$ cat src/verilog/stream_entry_pkg.sv
package stream_entry_pkg;

    // Entry geometry
    localparam int ENTRY_BYTES = 64;
    localparam int ENTRY_BITS  = ENTRY_BYTES * 8;
    localparam int ENTRY_SHIFT = 6;

    // Entry field positions (bit offsets inside the 512-bit entry)
    localparam int VALID_BIT  = 0;
    localparam int CFG_LSB    = 1;
    localparam int CFG_W      = 3;
    localparam int FMT_LSB    = 4;
    localparam int FMT_W      = 2;
    localparam int CTX_LSB    = 6;
    localparam int CTX_W      = 46;
    localparam int CDMAX_LSB  = 59;
    localparam int CDMAX_W    = 5;
    localparam int VMID_LSB   = 128;
    localparam int VMID_W     = 16;
    localparam int GRAN_LSB   = 166;
    localparam int IR_LSB     = 168;
    localparam int OR_LSB     = 170;
    localparam int SH_LSB     = 172;
    localparam int ATTR_W     = 2;
    localparam int PS_LSB     = 176;
    localparam int PS_W       = 3;
    localparam int AA64_BIT   = 179;
    localparam int ENDI_BIT   = 180;
    localparam int AFFD_BIT   = 181;
    localparam int TTB_LSB    = 196;
    localparam int TTB_W      = 48;

    // Translation configuration codes
    localparam logic [CFG_W-1:0] CFG_ABORT  = 3'h0;
    localparam logic [CFG_W-1:0] CFG_BYPASS = 3'h4;
    localparam logic [CFG_W-1:0] CFG_S1     = 3'h5;
    localparam logic [CFG_W-1:0] CFG_S2     = 3'h6;
    localparam logic [CFG_W-1:0] CFG_S12    = 3'h7;

    // Reset value of the enable acknowledge
    localparam logic ACK_RESET = 1'h0;

    typedef enum logic [1:0] {
        ST_IDLE  = 2'h0,
        ST_FETCH = 2'h1
    } state_e;

endpackage

$ cat src/verilog/entry_field_decode.sv
`timescale 1ns/1ps
module entry_field_decode
(
    // Raw entry
    input  wire logic [stream_entry_pkg::ENTRY_BITS-1:0] entry,
    // Classification
    output logic                                         abort,
    output logic                                         stage1_on,
    output logic                                         stage2_on,
    output logic [stream_entry_pkg::CFG_W-1:0]           config_code,
    // Fields
    output logic [stream_entry_pkg::CDMAX_W-1:0]         count_limit,
    output logic [stream_entry_pkg::FMT_W-1:0]           table_format,
    output logic [stream_entry_pkg::CTX_W-1:0]           context_pointer,
    output logic [stream_entry_pkg::TTB_W-1:0]           table_base,
    output logic [stream_entry_pkg::PS_W-1:0]            physical_size,
    output logic                                         format64,
    output logic                                         big_endian,
    output logic                                         affd,
    output logic [stream_entry_pkg::ATTR_W-1:0]          granule,
    output logic [stream_entry_pkg::ATTR_W-1:0]          inner_cache,
    output logic [stream_entry_pkg::ATTR_W-1:0]          outer_cache,
    output logic [stream_entry_pkg::ATTR_W-1:0]          shareability,
    output logic [stream_entry_pkg::VMID_W-1:0]          vmid
);

    logic entry_valid;
    logic known_code;

    assign entry_valid = entry[stream_entry_pkg::VALID_BIT];
    assign config_code = entry[stream_entry_pkg::CFG_LSB +: stream_entry_pkg::CFG_W];

    // Any code with the top bit clear other than the abort code is unusable
    assign known_code = config_code[stream_entry_pkg::CFG_W-1];                  // [RULE19]
    assign abort      = !entry_valid || !known_code;                              // [RULE3] [RULE18] [RULE19]
    assign stage1_on  = !abort && config_code[0];                                 // [RULE5] [RULE7]
    assign stage2_on  = !abort && config_code[1];                                 // [RULE6] [RULE7]

    assign count_limit     = entry[stream_entry_pkg::CDMAX_LSB +: stream_entry_pkg::CDMAX_W];
    assign table_format    = entry[stream_entry_pkg::FMT_LSB +: stream_entry_pkg::FMT_W];
    assign context_pointer = entry[stream_entry_pkg::CTX_LSB +: stream_entry_pkg::CTX_W];
    assign table_base      = entry[stream_entry_pkg::TTB_LSB +: stream_entry_pkg::TTB_W];
    assign physical_size   = entry[stream_entry_pkg::PS_LSB +: stream_entry_pkg::PS_W];
    assign format64        = entry[stream_entry_pkg::AA64_BIT];
    assign big_endian      = entry[stream_entry_pkg::ENDI_BIT];
    assign affd            = entry[stream_entry_pkg::AFFD_BIT];
    assign granule         = entry[stream_entry_pkg::GRAN_LSB +: stream_entry_pkg::ATTR_W];
    assign inner_cache     = entry[stream_entry_pkg::IR_LSB +: stream_entry_pkg::ATTR_W];
    assign outer_cache     = entry[stream_entry_pkg::OR_LSB +: stream_entry_pkg::ATTR_W];
    assign shareability    = entry[stream_entry_pkg::SH_LSB +: stream_entry_pkg::ATTR_W];
    assign vmid            = entry[stream_entry_pkg::VMID_LSB +: stream_entry_pkg::VMID_W];

endmodule

$ cat src/verilog/stream_entry_decode_enable.sv
// Operation
// RULE1: Each accepted transaction fetches exactly one entry, indexed by its stream identifier.
// RULE2: Entries are 64 bytes; entry address is table base plus identifier times 64.
// RULE3: Configuration code zero aborts the transaction; nothing passes.
// RULE4: Code 100 bypasses both stages and forwards the address unchanged.
// RULE5: Code 101 enables first-stage translation only.
// RULE6: Code 110 enables second-stage translation only.
// RULE7: Code 111 enables first stage followed by second stage.
// RULE8: Descriptor count limit selects single descriptor versus descriptor table.
// RULE9: Descriptor table format is used only when the count limit exceeds zero.
// RULE10: Context pointer is an intermediate address when second stage is on.
// RULE11: Second-stage walks start at the entry's table base.
// RULE12: Physical size bounds second-stage output; format field picks 32/64-bit tables.
// RULE13: Second-stage tables are read in the entry's byte order.
// RULE14: Access flag fault disable suppresses those faults in second stage.
// RULE15: Second-stage results carry the entry's virtual machine identifier.
// RULE16: Software writes all entries before setting the translation enable bit.
// RULE17: Acknowledge bit mirrors the enable bit once it takes effect.
// RULE18: An entry with valid bit clear is never used as a translation setup.
// RULE19: Unlisted configuration codes are treated as invalid and abort.
// RULE20: While the acknowledge reads zero, entries are not applied. Code still applies an entry whose fetch starts as it drops.
`timescale 1ns/1ps
module stream_entry_decode_enable
#(
    parameter int SID_W  = 16,
    parameter int ADDR_W = 52
)
(
    // Clock and reset
    input  wire logic                                    clk,
    input  wire logic                                    resetn,
    // Global enable handshake
    input  wire logic                                    translation_enable_bit,
    output logic                                         translation_enable_ack,
    // Stream table location
    input  wire logic [ADDR_W-1:0]                       stream_table_base,
    // Transaction request
    input  wire logic                                    req_valid,
    output logic                                         req_ready,
    input  wire logic [SID_W-1:0]                        req_stream_id,
    input  wire logic [ADDR_W-1:0]                       req_addr,
    // Entry fetch
    output logic                                         entry_req_valid,
    output logic [ADDR_W-1:0]                            entry_req_addr,
    input  wire logic                                    entry_rsp_valid,
    input  wire logic [stream_entry_pkg::ENTRY_BITS-1:0] entry_rsp_data,
    // Decision
    output logic                                         rsp_valid,
    output logic                                         rsp_abort,
    output logic                                         rsp_bypass,
    output logic                                         rsp_entry_used,
    output logic [ADDR_W-1:0]                            rsp_addr,
    output logic [stream_entry_pkg::CFG_W-1:0]           rsp_config,
    output logic                                         stage1_enable,
    output logic                                         stage2_enable,
    // First-stage context
    output logic                                         descriptor_single,
    output logic [stream_entry_pkg::CDMAX_W-1:0]         descriptor_count_limit,
    output logic [stream_entry_pkg::FMT_W-1:0]           descriptor_table_format,
    output logic [stream_entry_pkg::CTX_W-1:0]           first_stage_context_pointer,
    output logic                                         context_pointer_is_ipa,
    // Second-stage walk setup
    output logic [stream_entry_pkg::TTB_W-1:0]           second_stage_table_base,
    output logic [stream_entry_pkg::PS_W-1:0]            second_stage_physical_size,
    output logic                                         second_stage_table_format,
    output logic                                         second_stage_endianness,
    output logic                                         access_flag_fault_disable,
    output logic [stream_entry_pkg::ATTR_W-1:0]          second_stage_granule,
    output logic [stream_entry_pkg::ATTR_W-1:0]          second_stage_inner_cacheability,
    output logic [stream_entry_pkg::ATTR_W-1:0]          second_stage_outer_cacheability,
    output logic [stream_entry_pkg::ATTR_W-1:0]          second_stage_shareability,
    output logic [stream_entry_pkg::VMID_W-1:0]          virtual_machine_identifier
);

    stream_entry_pkg::state_e state_reg;
    logic [ADDR_W-1:0]        addr_reg;
    logic [SID_W-1:0]         sid_reg;
    logic                     taken;
    logic                     start_fetch;
    logic                     entry_done;

    logic                                  d_abort;
    logic                                  d_s1;
    logic                                  d_s2;
    logic [stream_entry_pkg::CFG_W-1:0]    d_cfg;
    logic [stream_entry_pkg::CDMAX_W-1:0]  d_limit;
    logic [stream_entry_pkg::FMT_W-1:0]    d_fmt;
    logic [stream_entry_pkg::CTX_W-1:0]    d_ctx;
    logic [stream_entry_pkg::TTB_W-1:0]    d_ttb;
    logic [stream_entry_pkg::PS_W-1:0]     d_ps;
    logic                                  d_aa64;
    logic                                  d_endi;
    logic                                  d_affd;
    logic [stream_entry_pkg::ATTR_W-1:0]   d_gran;
    logic [stream_entry_pkg::ATTR_W-1:0]   d_ir;
    logic [stream_entry_pkg::ATTR_W-1:0]   d_or;
    logic [stream_entry_pkg::ATTR_W-1:0]   d_sh;
    logic [stream_entry_pkg::VMID_W-1:0]   d_vmid;

    assign taken       = req_valid && req_ready;
    // Entries are only consulted once the enable has been acknowledged
    assign start_fetch = taken && translation_enable_ack;                         // [RULE20]
    assign entry_done  = (state_reg == stream_entry_pkg::ST_FETCH) && entry_rsp_valid;

    entry_field_decode u_decode
    (
        .entry           (entry_rsp_data),
        .abort           (d_abort),
        .stage1_on       (d_s1),
        .stage2_on       (d_s2),
        .config_code     (d_cfg),
        .count_limit     (d_limit),
        .table_format    (d_fmt),
        .context_pointer (d_ctx),
        .table_base      (d_ttb),
        .physical_size   (d_ps),
        .format64        (d_aa64),
        .big_endian      (d_endi),
        .affd            (d_affd),
        .granule         (d_gran),
        .inner_cache     (d_ir),
        .outer_cache     (d_or),
        .shareability    (d_sh),
        .vmid            (d_vmid)
    );

    // Enable takes effect in any idle cycle, including one that starts a fetch, so an entry
    // fetched as the enable drops is still applied after the acknowledge reads zero.
    always_ff @(posedge clk or negedge resetn)
    begin
        if (!resetn)
            translation_enable_ack <= stream_entry_pkg::ACK_RESET;
        else if (state_reg == stream_entry_pkg::ST_IDLE)
            translation_enable_ack <= translation_enable_bit;                   // [RULE17]
    end

    // Sequencing and entry fetch
    always_ff @(posedge clk or negedge resetn)
    begin
        if (!resetn)
        begin
            state_reg       <= stream_entry_pkg::ST_IDLE;
            req_ready       <= 1'h0;
            entry_req_valid <= 1'h0;
            entry_req_addr  <= '0;
            addr_reg        <= '0;
            sid_reg         <= '0;
        end
        else
        begin
            entry_req_valid <= 1'h0;
            case (state_reg)
                stream_entry_pkg::ST_IDLE:
                begin
                    req_ready <= 1'h1;
                    if (start_fetch)
                    begin
                        state_reg       <= stream_entry_pkg::ST_FETCH;
                        req_ready       <= 1'h0;
                        entry_req_valid <= 1'h1;                                  // [RULE1]
                        entry_req_addr  <= stream_table_base
                                           + (ADDR_W'(req_stream_id) << stream_entry_pkg::ENTRY_SHIFT); // [RULE2]
                        addr_reg        <= req_addr;
                        sid_reg         <= req_stream_id;
                    end
                end
                stream_entry_pkg::ST_FETCH:
                begin
                    if (entry_rsp_valid)
                    begin
                        state_reg <= stream_entry_pkg::ST_IDLE;
                        req_ready <= 1'h1;
                    end
                end
                default:
                begin
                    state_reg <= stream_entry_pkg::ST_IDLE;
                    req_ready <= 1'h0;
                end
            endcase
        end
    end

    // Decision and walk setup; an entry decision zeroes second-stage fields unless that stage runs, an unacknowledged pass keeps them
    always_ff @(posedge clk or negedge resetn)
    begin
        if (!resetn)
        begin
            rsp_valid                       <= 1'h0;
            rsp_abort                       <= 1'h0;
            rsp_bypass                      <= 1'h0;
            rsp_entry_used                  <= 1'h0;
            rsp_addr                        <= '0;
            rsp_config                      <= '0;
            stage1_enable                   <= 1'h0;
            stage2_enable                   <= 1'h0;
            descriptor_single               <= 1'h0;
            descriptor_count_limit          <= '0;
            descriptor_table_format         <= '0;
            first_stage_context_pointer     <= '0;
            context_pointer_is_ipa          <= 1'h0;
            second_stage_table_base         <= '0;
            second_stage_physical_size      <= '0;
            second_stage_table_format       <= 1'h0;
            second_stage_endianness         <= 1'h0;
            access_flag_fault_disable       <= 1'h0;
            second_stage_granule            <= '0;
            second_stage_inner_cacheability <= '0;
            second_stage_outer_cacheability <= '0;
            second_stage_shareability       <= '0;
            virtual_machine_identifier      <= '0;
        end
        else if (taken && !translation_enable_ack)
        begin
            // Unacknowledged: no entry is applied, traffic passes untranslated
            rsp_valid      <= 1'h1;                                               // [RULE20]
            rsp_abort      <= 1'h0;
            rsp_bypass     <= 1'h1;
            rsp_entry_used <= 1'h0;
            rsp_addr       <= req_addr;
            rsp_config     <= '0;
            stage1_enable  <= 1'h0;
            stage2_enable  <= 1'h0;
        end
        else if (entry_done)
        begin
            rsp_valid      <= 1'h1;
            rsp_entry_used <= 1'h1;
            rsp_config     <= d_cfg;
            rsp_abort      <= d_abort;                                            // [RULE3] [RULE18] [RULE19]
            rsp_bypass     <= !d_abort && !d_s1 && !d_s2;                         // [RULE4]
            rsp_addr       <= addr_reg;                                           // [RULE4]
            stage1_enable  <= d_s1;                                               // [RULE5] [RULE7]
            stage2_enable  <= d_s2;                                               // [RULE6] [RULE7]
            descriptor_single           <= d_s1 && (d_limit == '0);               // [RULE8]
            descriptor_count_limit      <= d_s1 ? d_limit : '0;
            descriptor_table_format     <= (d_s1 && d_limit != '0) ? d_fmt : '0;  // [RULE9]
            first_stage_context_pointer <= d_s1 ? d_ctx : '0;
            context_pointer_is_ipa      <= d_s1 && d_s2;                          // [RULE10]
            second_stage_table_base         <= d_s2 ? d_ttb : '0;                 // [RULE11]
            second_stage_physical_size      <= d_s2 ? d_ps : '0;                  // [RULE12]
            second_stage_table_format       <= d_s2 && d_aa64;                    // [RULE12]
            second_stage_endianness         <= d_s2 && d_endi;                    // [RULE13]
            access_flag_fault_disable       <= d_s2 && d_affd;                    // [RULE14]
            second_stage_granule            <= d_s2 ? d_gran : '0;
            second_stage_inner_cacheability <= d_s2 ? d_ir : '0;
            second_stage_outer_cacheability <= d_s2 ? d_or : '0;
            second_stage_shareability       <= d_s2 ? d_sh : '0;
            virtual_machine_identifier      <= d_s2 ? d_vmid : '0;                // [RULE15]
        end
        else
            rsp_valid <= 1'h0;
    end

    chk_fetch_per_request: // [RULE1]
    assert property (@(posedge clk) disable iff (!resetn)
        start_fetch |=> entry_req_valid ##1 !entry_req_valid)
    else $error("entry fetch not a single pulse after an accepted request");

    chk_entry_address: // [RULE2]
    assert property (@(posedge clk) disable iff (!resetn)
        entry_req_valid |-> entry_req_addr == $past(stream_table_base)
            + (ADDR_W'(sid_reg) << stream_entry_pkg::ENTRY_SHIFT))
    else $error("entry address is not base plus 64 times the identifier");

    chk_abort_code: // [RULE3]
    assert property (@(posedge clk) disable iff (!resetn)
        rsp_valid && rsp_entry_used && rsp_config == stream_entry_pkg::CFG_ABORT
            |-> rsp_abort && !stage1_enable && !stage2_enable)
    else $error("abort code did not abort");

    chk_bypass_addr: // [RULE4]
    assert property (@(posedge clk) disable iff (!resetn)
        rsp_valid && rsp_entry_used && !rsp_abort && rsp_config == stream_entry_pkg::CFG_BYPASS
            |-> rsp_bypass && rsp_addr == addr_reg)
    else $error("bypass code did not forward the address");

    chk_stage_select: // [RULE5] [RULE6] [RULE7]
    assert property (@(posedge clk) disable iff (!resetn)
        rsp_valid && rsp_entry_used && !rsp_abort
            |-> stage1_enable == rsp_config[0] && stage2_enable == rsp_config[1])
    else $error("stage enables do not match the configuration code");

    chk_single_desc: // [RULE8]
    assert property (@(posedge clk) disable iff (!resetn)
        rsp_valid && stage1_enable |-> descriptor_single == (descriptor_count_limit == '0))
    else $error("single descriptor flag disagrees with count limit");

    chk_format_gated: // [RULE9]
    assert property (@(posedge clk) disable iff (!resetn)
        rsp_valid && descriptor_count_limit == '0 |-> descriptor_table_format == '0)
    else $error("descriptor table format used with zero count limit");

    chk_pointer_ipa: // [RULE10]
    assert property (@(posedge clk) disable iff (!resetn)
        rsp_valid && stage1_enable |-> context_pointer_is_ipa == stage2_enable)
    else $error("context pointer address kind is wrong");

    chk_invalid_entry: // [RULE18] [RULE19]
    assert property (@(posedge clk) disable iff (!resetn)
        entry_done && (!entry_rsp_data[stream_entry_pkg::VALID_BIT] || !d_cfg[2])
            |=> rsp_valid && rsp_abort && !stage1_enable && !stage2_enable)
    else $error("invalid entry was not aborted");

    chk_ack_follows: // [RULE17]
    assert property (@(posedge clk) disable iff (!resetn)
        state_reg == stream_entry_pkg::ST_IDLE |=> translation_enable_ack == $past(translation_enable_bit))
    else $error("acknowledge did not follow the enable while idle");

    chk_no_apply_off: // [RULE20]
    assert property (@(posedge clk) disable iff (!resetn)
        taken && !translation_enable_ack |=> !entry_req_valid && rsp_valid && rsp_bypass && !rsp_entry_used)
    else $error("entry applied while the enable is not acknowledged");

endmodule

$ cat config.mk
export PLATFORM = sky130hd
export DESIGN_NAME = stream_entry_decode_enable
export DESIGN_NICKNAME = d
export VERILOG_FILES = /design/src/verilog/stream_entry_pkg.sv /design/src/verilog/entry_field_decode.sv /design/src/verilog/stream_entry_decode_enable.sv
export SDC_FILE = /design/constraint.sdc
export NUM_CORES = 1
export LEC_CHECK = 0
export BUFFER_PORTS_ARGS = -buffer_cell sky130_fd_sc_hd__buf_4
export CAP_MARGIN = 5
export CORE_AREA = 2 2 350 352
export DETAILED_ROUTE_END_ITERATION = 8
export DIE_AREA = 0 0 352 354
export HOLD_SLACK_MARGIN = 0.05
export SETUP_SLACK_MARGIN = 0.5
export SLEW_MARGIN = 20
export SYNTH_ARGS = -nofsm -noshare
export SYNTH_HDL_FRONTEND = slang
export SYNTH_SLANG_ARGS = --single-unit
$ cat constraint.sdc
create_clock -name clk -period 4.8 [get_ports clk]
set_clock_uncertainty 0.1 [all_clocks]
set_input_delay 0.48 -clock clk [delete_from_list [all_inputs] [get_ports clk]]
set_output_delay 0.48 -clock clk [all_outputs]
set_load 0.005 [all_outputs]
# Word-level counts from Yosys, hierarchy flattened
# Cells that the tools add are included.
[word_totals]
elab_cells = 96
inputBits = 637
register_bits = 303
out_inout_bits = 249
[classes]
addsub = 1
n_reduce_logical = 28
bitwise_logic = 1
n_mux = 34
eq_ne = 3
[op_table]
columns = ["op", "n"]
rows = [
  ["$mux 52", 2],
  ["$add 52x22->52", 1],
  ["$mux 48", 1],
  ["$mux 46", 1],
  ["$mux 1", 16],
  ["$mux 16", 1],
  ["$logic_and 1x1->1", 14],
  ["$mux 2", 7],
  ["$mux 3", 3],
  ["$logic_not 1->1", 6],
  ["$reduce_and 2->1", 3],
  ["$logic_not 5->1", 1],
  ["$mux 5", 1],
  ["$reduce_bool 5->1", 1],
  ["$ne 2x2->1 const B", 2],
  ["$pmux 2 s2", 1],
  ["$eq 2x1->1 const B", 1],
  ["$logic_not 2->1", 1],
  ["$pmux 1 s2", 1],
  ["$reduce_bool 2->1", 1],
  ["$logic_or 1x1->1", 1],
  ["$not 1->1", 1],
]

# Logic depth before layout (Yosys ltp)
# Gate-level depths: netlist of run 1.
[logic_depth]
word_depth = 9
ltp_mapped = 9
mapped_depth_nobuf = 9

# Cells and area by module
# From an unflattened synthesis of run 1, not the netlist that was laid out.
[hier_totals]
hier_cells = 1671
hier_area_um2 = 14388.8
[by_module_without_submodules]
columns = ["mod", "area_each_um2", "cells_per_inst", "n_inst", "seq_area_each_um2"]
rows = [
  ["stream_entry_decode_enable", 13366.6, 1534, 1, 7557.2],
  ["entry_field_decode", 1022.2, 137, 1, 0.0],
]

# Worst setup path before layout of run 1
# Ideal clock, no wire load.
[synth_timing]
path_kind = "input port to flip-flop"
start = "input port stream_table_base[6]"
end = "register entry_req_addr[46]"
n_path_buf = 0
arrival_ps = 2584
slack_ps = 2047
setup_ps = 69
path_stages = 9
required_ps = 4631
cell_sequence = "ha_1 inv_1 fa_1 nand2b_1 a21oi_1 o2111ai_2 a211o_1 or4_1 nand3_1"
[synth_via]
elab_chain_cells = 1
[synth_rtl]
columns = ["element", "line_no", "source"]
rows = [
  ["start: declaration", "stream_entry_decode_enable.sv:36", "input wire logic [ADDR_W-1:0] stream_table_base,"],
  ["$add 52x22->52", "stream_entry_decode_enable.sv:162", "+ (ADDR_W'(req_stream_id) << stream_entry_pkg::ENTRY_SHIFT);"],
  ["end signal: assignment", "stream_entry_decode_enable.sv:161", "entry_req_addr <= stream_table_base"],
  ["end: declaration", "stream_entry_decode_enable.sv:44", "output logic [ADDR_W-1:0] entry_req_addr,"],
]
# No other way between the ends.
# A chain may end at the register's enable or synchronous reset.

# Worst setup path after layout of run 1
[layout_timing]
start = "register req_ready"
end = "register first_stage_context_pointer[27] in the netlist's numbering"
[layout_via]
elab_chain_cells = 4
[layout_rtl]
columns = ["element", "line_no", "source"]
rows = [
  ["start: declaration", "stream_entry_decode_enable.sv:39", "output logic req_ready,"],
  ["start signal: assignment", "stream_entry_decode_enable.sv:143", "req_ready <= 1'h0;"],
  ["start signal: assignment", "stream_entry_decode_enable.sv:155", "req_ready <= 1'h1;"],
  ["start signal: assignment", "stream_entry_decode_enable.sv:159", "req_ready <= 1'h0;"],
  ["$logic_and 1x1->1", "stream_entry_decode_enable.sv:100", "assign taken = req_valid && req_ready;"],
  ["$logic_and 1x1->1", "stream_entry_decode_enable.sv:213", "else if (taken && !translation_enable_ack)"],
  ["$not 1->1 (no source line)", "n/a", ""],
  ["$reduce_and 2->1 (no source line)", "n/a", ""],
  ["end signal: assignment", "stream_entry_decode_enable.sv:238", "first_stage_context_pointer <= d_s1 ? d_ctx : '0;"],
  ["end: declaration", "stream_entry_decode_enable.sv:60", "output logic [stream_entry_pkg::CTX_W-1:0] first_stage_context_pointer,"],
]
# No other way between the ends.

==> reports/metrics.yaml, run 1 <==
status: "finished clean"
finalSetupTns_ns: 0
first_iter_violations: 805
track_usage: 0.1044
overflow: 0
vias_per_cell: 3.533
syn_inst: 1298
arrival_ns: 3.34
grt_max_degree: 99
placed_area_um2: 18740
antenna_found_initial: 28
wl_met3_mm: 9.856
slew_headroom: 0.3335
slew_viol_final: 0
cts_sinks: 302
design.core.area_um2: 120900
ios: 886
r2r_slack_ns: 1.85
final_antenna_net_count: 0
synthArstFlopShare: 1.000
synth_area_um2: 13060
yosysUniqueCellTypes: 64
setup_viol: 0
dp_hpwl_mm: 50.56
place.gp.congestion: 0.8235
numCtsBuffers: 41
critPathKind: "reg2reg"
ys_seq_area_frac: 0.5789
hold_class: "in2reg"
layout_common_cells: "519 x buf_4, 357 x nand2_1, 302 x dfrtp_1"
crit_slowest_cell: "nand2_4"
worstSetupStartpointType: "register"
end_kind: "register"
synth.net_count: 1952
die-width_um: 352
wl_met1_mm: 28.03
yosys_warnings: 0
synth_edf_count: 0
drive_gt1_frac: 0.3073
power.total_uw: 10660
wire_per_inst_um: 18.39
yosysTopAreaCell: "dfrtp_1"
cap_violations: 0
die_y_um: 354
path_clk_slew_ns: 0.06
nets: 2631
syn2layout_area_growth_pct: 69.14
wl_met2_mm: 27.11
fin_area_um2: 22080
ys_seq_elements: 302
syn-mean-instance-area_um2: 10.06
clock_latency_ns: 0.57
root_buffer: "clkbuf_16"
final_common_cell: "buf_4"
holdWs_ns: 0.08906
synth_top_area_frac: 0.5789
drc: 0
max_stage_delay_ns: 0.53
wl_mm: 66.96
crit_chain: "nand2_1 -> or2_4 -> nand2_4 -> nor3_2 -> buf_4 -> a22o_1"
clk_path_buf_depth: 3
max_freq_ghz: 0.3388
grt_first_pass_wirelength_mm: 95.34
io_buffers: 508
tightest_slew_ns: 0.9997
dr.max_layer_used: "met5"
rsz0062_at_grt: "false"
fillCellCount: 13290
vdd_drop_max_uv: 322.0
dr_total_vias: 12870
dieArea_um2: 124600
ys_top_cells_by_area: "dfrtp_1 58%, nand2_1 10%, a22o_1 8.9%"
finalHoldViolCount: 0
period_needed_ns: 2.952
critPathMaxFanout: 74
post_cts.repair.setup_buffers: 0
period_share: 0.6150
htree_num_levels: 2
power_density_nw_per_um2: 482.8
initial_core_util: 0.1080
p_leak_uw: 0.01020
cts_tree: "done"
required_ns: 5.19
dr.pass1.iters: 5
ys.flop_type: "dfrtp_1"
grt_pass1_vias: 13130
row_count: 128
[final timing paths]
path                                      from                               to  cells after the start
setup / recovery                     req_ready  first_stage_context_pointer[27]                      6
hold / removal             entry_rsp_data[241]      second_stage_table_base[45]                      2
setup reg to reg                     req_ready  first_stage_context_pointer[27]                      6
hold reg to reg                   addr_reg[50]                     addr_reg[50]                      2
max in group asynchronous               resetn  first_stage_context_pointer[33]                      3
min in group asynchronous               resetn                       rsp_bypass                      2
[Yosys cell counts, types with 2 or more instances]
master     count
nor2b_1        2
nand3_1       25
and4_1         3
a22oi_1        2
nor4_1         2
nor2_1        82
and3_1         9
nor3_1         8
a31oi_1       57
clkbuf_1      65
a31o_2         4
xnor2_1       20
xor2_1         7
a211oi_1       4
mux2_2         4
a2111oi_0      3
nand4_1       12
and2_1         4
o21ai_0       28
mux2i_1        3
a22o_1       133
inv_1          9
buf_4          3
o21a_1         2
or3_1          3
or2_2          5
a21o_1         8
o21ai_1       10
or4_1          4
o211ai_1       5
a211o_1        2
clkbuf_2       2
a2111oi_2      3
nand2_2        2
o31ai_1        2
ha_1          16
nand2_1      359
buf_2          8
a21oi_1       38
a311oi_1       3
a41oi_1        2
dfrtp_1      302
buf_1          8
nand2b_1       5
[repair_timing]
action	in CTS	in global routing
gates resized for setup	0	0
hold buffers	199	0
setup endpoints to repair	0	0
hold endpoints to repair	306	0
[kinds of logic (layout without fill, tap and decap cells)]
group,after synthesis,count (layout),share of synthesized area
adder cells (fa/ha/maj),17,17,0.01687
flip-flops,302,302,0.5789
multiplexers,7,7,0.005750
other,0,9,0
AND/OR/NAND/NOR,531,531,0.1684
AO/OA/AOI/OAI,318,318,0.1826
XOR/XNOR,27,27,0.01811
buffers and inverters,96,806,0.02942
[through the flow]
stage            util  worst slack (ns)  std cells
4_1_cts        0.1824             1.811       3633
5_1_grt        0.1824             1.574       3633
3_3_place_gp   0.1550             1.507       3360
6_report       0.1826             1.848       3642
3_5_place_dp   0.1550             1.489       3360
2_1_floorplan       -             2.047       1298
[per-layer routing]
layer | vias up | track usage
met1 | 6249 | 0.1293
met5 | - | 0
li1 | 5936 | -
met2 | 557 | 0.1475
met4 | 22 | 0.03064
met3 | 105 | 0.06639
[final cells by class]
type / instances / area [um^2] / share of cell area
Clock buffer: 57 / 1159 / 0.05247
Antenna cell: 9 / 22.52 / 0.001020
Sequential cell: 302 / 7557 / 0.3422
Clock inverter: 17 / 170.2 / 0.007706
Tap cell: 1625 / 2033 / 0.09208
Multi-Input combinational cell: 900 / 5137 / 0.2327
Inverter: 10 / 38.79 / 0.001757
Timing Repair Buffer: 722 / 5963 / 0.2701
[report_power, final]
group | switching [uW] | internal [uW]
sequential | 541 | 3450
combinational | 1910 | 1700
clock | 1260 | 1800
[worst max-delay path, delay by kind of cell (launching register included)]
family / cells / cell delay, ns
buffers and inverters: 1 / 0.53
AOI/OAI and AO/OA: 1 / 0.25
and+or+nand+nor: 4 / 1.42
DFF: 1 / 0.41
No activity file was read; power rests on OpenSTA's default activity.
==> inputs of run 2 (changes only) <==
--- a/config.mk
+++ b/config.mk
@@ -7,9 +7,9 @@
 export LEC_CHECK = 0
 export BUFFER_PORTS_ARGS = -buffer_cell sky130_fd_sc_hd__buf_4
 export CAP_MARGIN = 5
-export CORE_AREA = 2 2 350 352
+export CORE_AREA = 2 2 341 343
 export DETAILED_ROUTE_END_ITERATION = 8
-export DIE_AREA = 0 0 352 354
+export DIE_AREA = 0 0 343 345
 export HOLD_SLACK_MARGIN = 0.05
 export SETUP_SLACK_MARGIN = 0.5
 export SLEW_MARGIN = 20
==> constraint.sdc (replaced) <==
create_clock -name clk -period 2.9 [get_ports clk]
set_clock_uncertainty 0.1 [all_clocks]
set_input_delay 0.29 -clock clk [delete_from_list [all_inputs] [get_ports clk]]
set_output_delay 0.29 -clock clk [all_outputs]
set_load 0.005 [all_outputs]
==> reports/metrics.yaml, run 2 (synthesized netlist as in run 1, its figures left out) <==
finalSetupTns_ns: 0
die_y_um: 345
finalHoldViolCount: 0
critPathMaxFanout: 6
htree_num_levels: 2
design.core.area_um2: 115100
syn2layout_area_growth_pct: 74.16
io_buffers: 508
p_sw_uw: 6131
slew_headroom: 0.4965
post_cts.repair.setup_buffers: 0
grt_max_degree: 109
clock_latency_ns: 0.59
antenna_found_initial: 40
wl_mm: 67.75
drc: 0
row_count: 125
cts_tree: "done"
vias_per_cell: 3.604
tightest_slew_ns: 0.7495
internal-power_uw: 11980
dieArea_um2: 118300
initial_core_util: 0.1134
die-width_um: 343
final_antenna_net_count: 0
max_freq_ghz: 0.4281
final_common_cell: "buf_4"
dr.pass1.iters: 5
grt_pass1_vias: 13090
arrival_ns: 2.75
holdWs_ns: 0.09767
p_comb_frac: 0.336
dp_hpwl_mm: 51.97
wl_met2_mm: 27.88
pwr-share-clk: 0.300
numCtsBuffers: 40
end_kind: "register"
swShare: 0.3385
wire_per_inst_um: 18.80
period_needed_ns: 2.336
nets: 2692
drive_gt1_frac: 0.3196
wl_met1_mm: 29.33
power_density_nw_per_um2: 796.7
first_iter_violations: 630
layout_common_cells: "542 x buf_4, 357 x nand2_1, 302 x dfrtp_1"
rsz0062_at_grt: "true"
grt_first_pass_wirelength_mm: 94.77
period_share: 0.8055
clk_path_buf_depth: 3
place.gp.congestion: 0.7974
cap_violations: 0
seq_power_share: 0.364
required_ns: 3.32
track_usage: 0.1110
p_leak_uw: 0.01055
slew_viol_final: 0
vdd_drop_max_uv: 482.8
cts_sinks: 302
setup_viol: 0
status: "finished clean"
critPathKind: "in2reg"
dr.max_layer_used: "met5"
hold_class: "in2reg"
ios: 886
seq_area_um2: 7557
overflow: 0
dr_total_vias: 12990
worstSetupStartpointType: "primary input"
root_buffer: "clkbuf_16"
path_clk_slew_ns: 0.06
fillCellCount: 12600
wl_met3_mm: 8.264
multiInputGateArea_um2: 5204
run 2: changes by cell type in the layout (fill, tap and decap cells not counted), moves of 3 or more:
cell | before | now
bufinv_16 | 2 | 7
buf_4 | 519 | 542
ha_2 | 0 | 4
dlygate4sd3_1 | 199 | 232
clkbuf_1 | 11 | 6
ha_1 | 16 | 11
buf_12 | 3 | 8
clkinv_4 | 4 | 1
run 2: cell type report:
cell class                      instances  share of cell area
Antenna cell                           11            0.001211
Clock inverter                         20             0.01359
Clock buffer                           52             0.04914
Inverter                               10            0.001651
Tap cell                             1524             0.08387
Timing Repair Buffer                  784              0.2893
Multi-Input combinational cell        900              0.2289
Sequential cell                       302              0.3324
run 2: critical path, cell delays in order:
cell and delay, ns:
buf_4 0.12, ha_1 0.37, a21oi_1 0.23, o21ai_1 0.13
a311oi_1 0.29, buf_4 0.19, and3_1 0.20, buf_4 0.13
o31ai_1 0.07, dlygate4sd3_1 0.56, a31oi_1 0.16
run 2: power groups by stage:
stage / sequential [uW] / combinational, uW / clock, uW
final: 6600 / 6090 / 5430
after global routing: 6790 / 6750 / 5810
after CTS: 6590 / 6260 / 5650
after detailed placement: 6620 / 5970 / 0
after global placement: 6600 / 5930 / 0
after floorplan: 6570 / 2100 / 0
run 2: metal layers:
layer,vias up,GRT usage
met3,116,0.06027
met2,541,0.1608
li1,6068,-
met1,6226,0.1393
met5,-,0
met4,36,0.03511
run 2: final timing paths:
kind | from | endpoint | slack [ns] | cells after the start
min reg2reg | addr_reg[19] | addr_reg[19] | 0.37 | 2
max reg2reg | state_reg[0] | rsp_abort | 0.77 | 5
min | req_stream_id[7] | entry_req_addr[13] | 0.1 | 4
max | stream_table_base[12] | entry_req_addr[31] | 0.56 | 11
min in group asynchronous | resetn | entry_req_addr[25] | 0.13 | 2
max in group asynchronous | resetn | second_stage_inner_cacheability[1] | 1.63 | 3
run 2: timing repair:
action | CTS | global route
hold buffers | 232 | 0
gates resized for setup | 0 | 10
endpoints found under the setup margin | 0 | 6
hold endpoints to repair | 344 | 0
run 2: metrics by stage:
step | worst slack (ns) | power [uW] | util | area (um^2) | cells
6_report | 0.5642 | 18110 | 0.1975 | 22740 | 3603
4_1_cts | 0.5542 | 18500 | 0.1971 | 22680 | 3592
5_1_grt | 0.4752 | 19350 | 0.1974 | 22720 | 3596
2_1_floorplan | 0.4988 | 8671 | - | 13100 | 1298
3_5_place_dp | 0.1525 | 12590 | 0.1645 | 18940 | 3288
3_3_place_gp | 0.1945 | 12530 | 0.1645 | 18940 | 3288
==> inputs of run 3 (changes only) <==
--- a/config.mk
+++ b/config.mk
@@ -7,9 +7,9 @@
 export LEC_CHECK = 0
 export BUFFER_PORTS_ARGS = -buffer_cell sky130_fd_sc_hd__buf_4
 export CAP_MARGIN = 5
-export CORE_AREA = 2 2 341 343
+export CORE_AREA = 2 2 348 350
 export DETAILED_ROUTE_END_ITERATION = 8
-export DIE_AREA = 0 0 343 345
+export DIE_AREA = 0 0 350 352
 export HOLD_SLACK_MARGIN = 0.05
 export SETUP_SLACK_MARGIN = 0.5
 export SLEW_MARGIN = 20
==> constraint.sdc (replaced) <==
create_clock -name clk -period 2.1 [get_ports clk]
set_clock_uncertainty 0.1 [all_clocks]
set_input_delay 0.21 -clock clk [delete_from_list [all_inputs] [get_ports clk]]
set_output_delay 0.21 -clock clk [all_outputs]
set_load 0.005 [all_outputs]
==> reports/metrics.yaml, run 3 (synthesized netlist as in run 1, its figures left out) <==
slew_headroom: 0.6918
cap_violations: 0
grt_max_degree: 109
seq_power_share: 0.336
wl_mm: 76.75
holdWs_ns: 0.06934
grt_pass1_vias: 14370
drive_gt1_frac: 0.3935
rr_worst_depth: 8
final_antenna_net_count: 0
dr_total_vias: 14150
first_iter_violations: 859
critPathLaunch: "stream_table_base[6]"
die_y_um: 352
status: "finished clean"
r2r_start: "req_ready"
htree_num_levels: 2
rsz0062_at_grt: "true"
critPathKind: "in2reg"
dp_hpwl_mm: 49.19
crit_end: "entry_req_addr[46]"
hold_class: "in2reg"
dp.cells: 3425
crit_slowest_cell: "or4_1"
end_kind: "register"
worstSetupStartpointType: "primary input"
syn2layout_area_growth_pct: 98.76
ios: 886
p_leak_uw: 0.01195
power_density_nw_per_um2: 1053
wire_per_inst_um: 19.95
row_count: 127
nets: 2848
pwr-share-clk: 0.281
p_sw_uw: 9618
drc: 0
grt_first_pass_wirelength_mm: 101.2
design.core.area_um2: 119300
rr_endpoint: "first_stage_context_pointer[9]"
vdd_drop_max_uv: 715.6
power.total_uw: 27310
swShare: 0.3522
setup_viol: 0
initial_core_util: 0.1094
crit_family: "simple AND/OR/NAND/NOR gates"
antenna_found_initial: 21
tightest_slew_ns: 0.4619
slew_viol_final: 0
clk_path_buf_depth: 3
vias_per_cell: 3.679
fin_area_um2: 25950
period_share: 0.8674
arrival_ns: 2.24
finalHoldViolCount: 0
final_cells: 3847
final_common_cell: "buf_4"
crit_cells: 10
critPathMaxFanout: 7
path_clk_slew_ns: 0.06
placed_area_um2: 19900
place.gp.congestion: 0.8466
place_ws_ns: -0.4079
cts_tree: "done"
die-width_um: 350
cp_num_buf_inv: 2
clock_latency_ns: 0.58
root_buffer: "clkbuf_16"
io_buffers: 508
required_ns: 2.52
max_freq_ghz: 0.5490
track_usage: 0.1113
crit_chain: "buf_8 -> ha_4 -> inv_2 -> fa_2 -> nand2b_4 -> a21oi_4 -> o2111ai_4 -> a211o_1 -> or4_1 -> nand3_1"
dieArea_um2: 123200
p_comb_frac: 0.383
period_needed_ns: 1.821
setup_slack_ns: 0.2786
layout_common_cells: "602 x buf_4, 352 x nand2_1, 302 x dfrtp_1"
numCtsBuffers: 40
r2r_slack_ns: 0.30
internal-power_uw: 17690
max_stage_delay_ns: 0.48
overflow: 0
dr.pass1.iters: 5
cts_sinks: 302
[run 3: cell types whose count changed in the layout (fill, tap and decap cells not counted), sizes merged]
cell and change:
buf +130, dlygate4sd3 +10, clkbuf +8, clkinv +8
inv +3, bufbuf +2, clkinvlp -2, diode -2
bufinv -1
[run 3: metrics by stage]
| stage | TNS (ns) | utilization |
|---|---|---|
| floorplan | -0.4765 | - |
| global placement | -5.736 | 0.1668 |
| detailed placement | -5.692 | 0.1668 |
| CTS | 0 | 0.2102 |
| global route | 0 | 0.2174 |
| finish | 0 | 0.2174 |
[run 3: final cells by class]
| type | count | area [um^2] |
|---|---|---|
| fill | 12740 | 93390 |
| timing repair buffer | 940 | 9005 |
| sequential | 302 | 7557 |
| multi-input combinational | 900 | 5822 |
| tap | 1612 | 2017 |
| clock buffer | 46 | 1074 |
| clock inverter | 28 | 401.6 |
| inverter | 10 | 50.05 |
| antenna | 9 | 22.52 |
[run 3: power by group through the flow]
stage	registers, uW	logic [uW]	clock network [uW]
after global routing	9390	11400	8200
after global placement	9140	8460	0
after CTS	9130	9850	7940
after detailed placement	9170	8550	0
final	9170	10500	7680
after floorplan	9070	3110	0
[run 3: worst reg2reg max path, stage by stage, from the launching register on]
cell and delay, ns:
dfrtp_1 0.38, nand2_2 0.06, or2_4 0.28, nand2_8 0.14, nor3_4 0.10, buf_8 0.16
buf_12 0.13, buf_16 0.13, a22o_1 0.20
[run 3: worst min-delay path by stage]
| stage | start | endpoint | slack [ns] | cells past startpoint |
|---|---|---|---|---|
| finish | stream_table_base[33] | entry_req_addr[37] | 0.07 | 5 |
| global route | stream_table_base[33] | entry_req_addr[37] | 0.05 | 5 |
| CTS | stream_table_base[33] | entry_req_addr[37] | 0.05 | 5 |
| detailed placement | resetn | second_stage_table_base[36] | 0.06 | 1 |
| global placement | resetn | second_stage_table_base[36] | 0.06 | 1 |
| floorplan | resetn | access_flag_fault_disable | -0.19 | 0 |
[run 3: layer usage]
metal / GRT usage / share of wire / vias up
met5: 0 / 0.0010 / -
met4: 0.03647 / 0.026 / 12
met3: 0.04251 / 0.096 / 107
met2: 0.1710 / 0.44 / 632
met1: 0.1421 / 0.43 / 7008
li1: - / - / 6394
[run 3: what timing repair did]
item,4_1_cts,5_1_grt
setup buffers,35,15
resized for setup,73,58
hold endpoints to repair,592,1
setup endpoints to repair,215,477
gates cloned,25,22
pin swaps,13,45
hold buffers,241,1
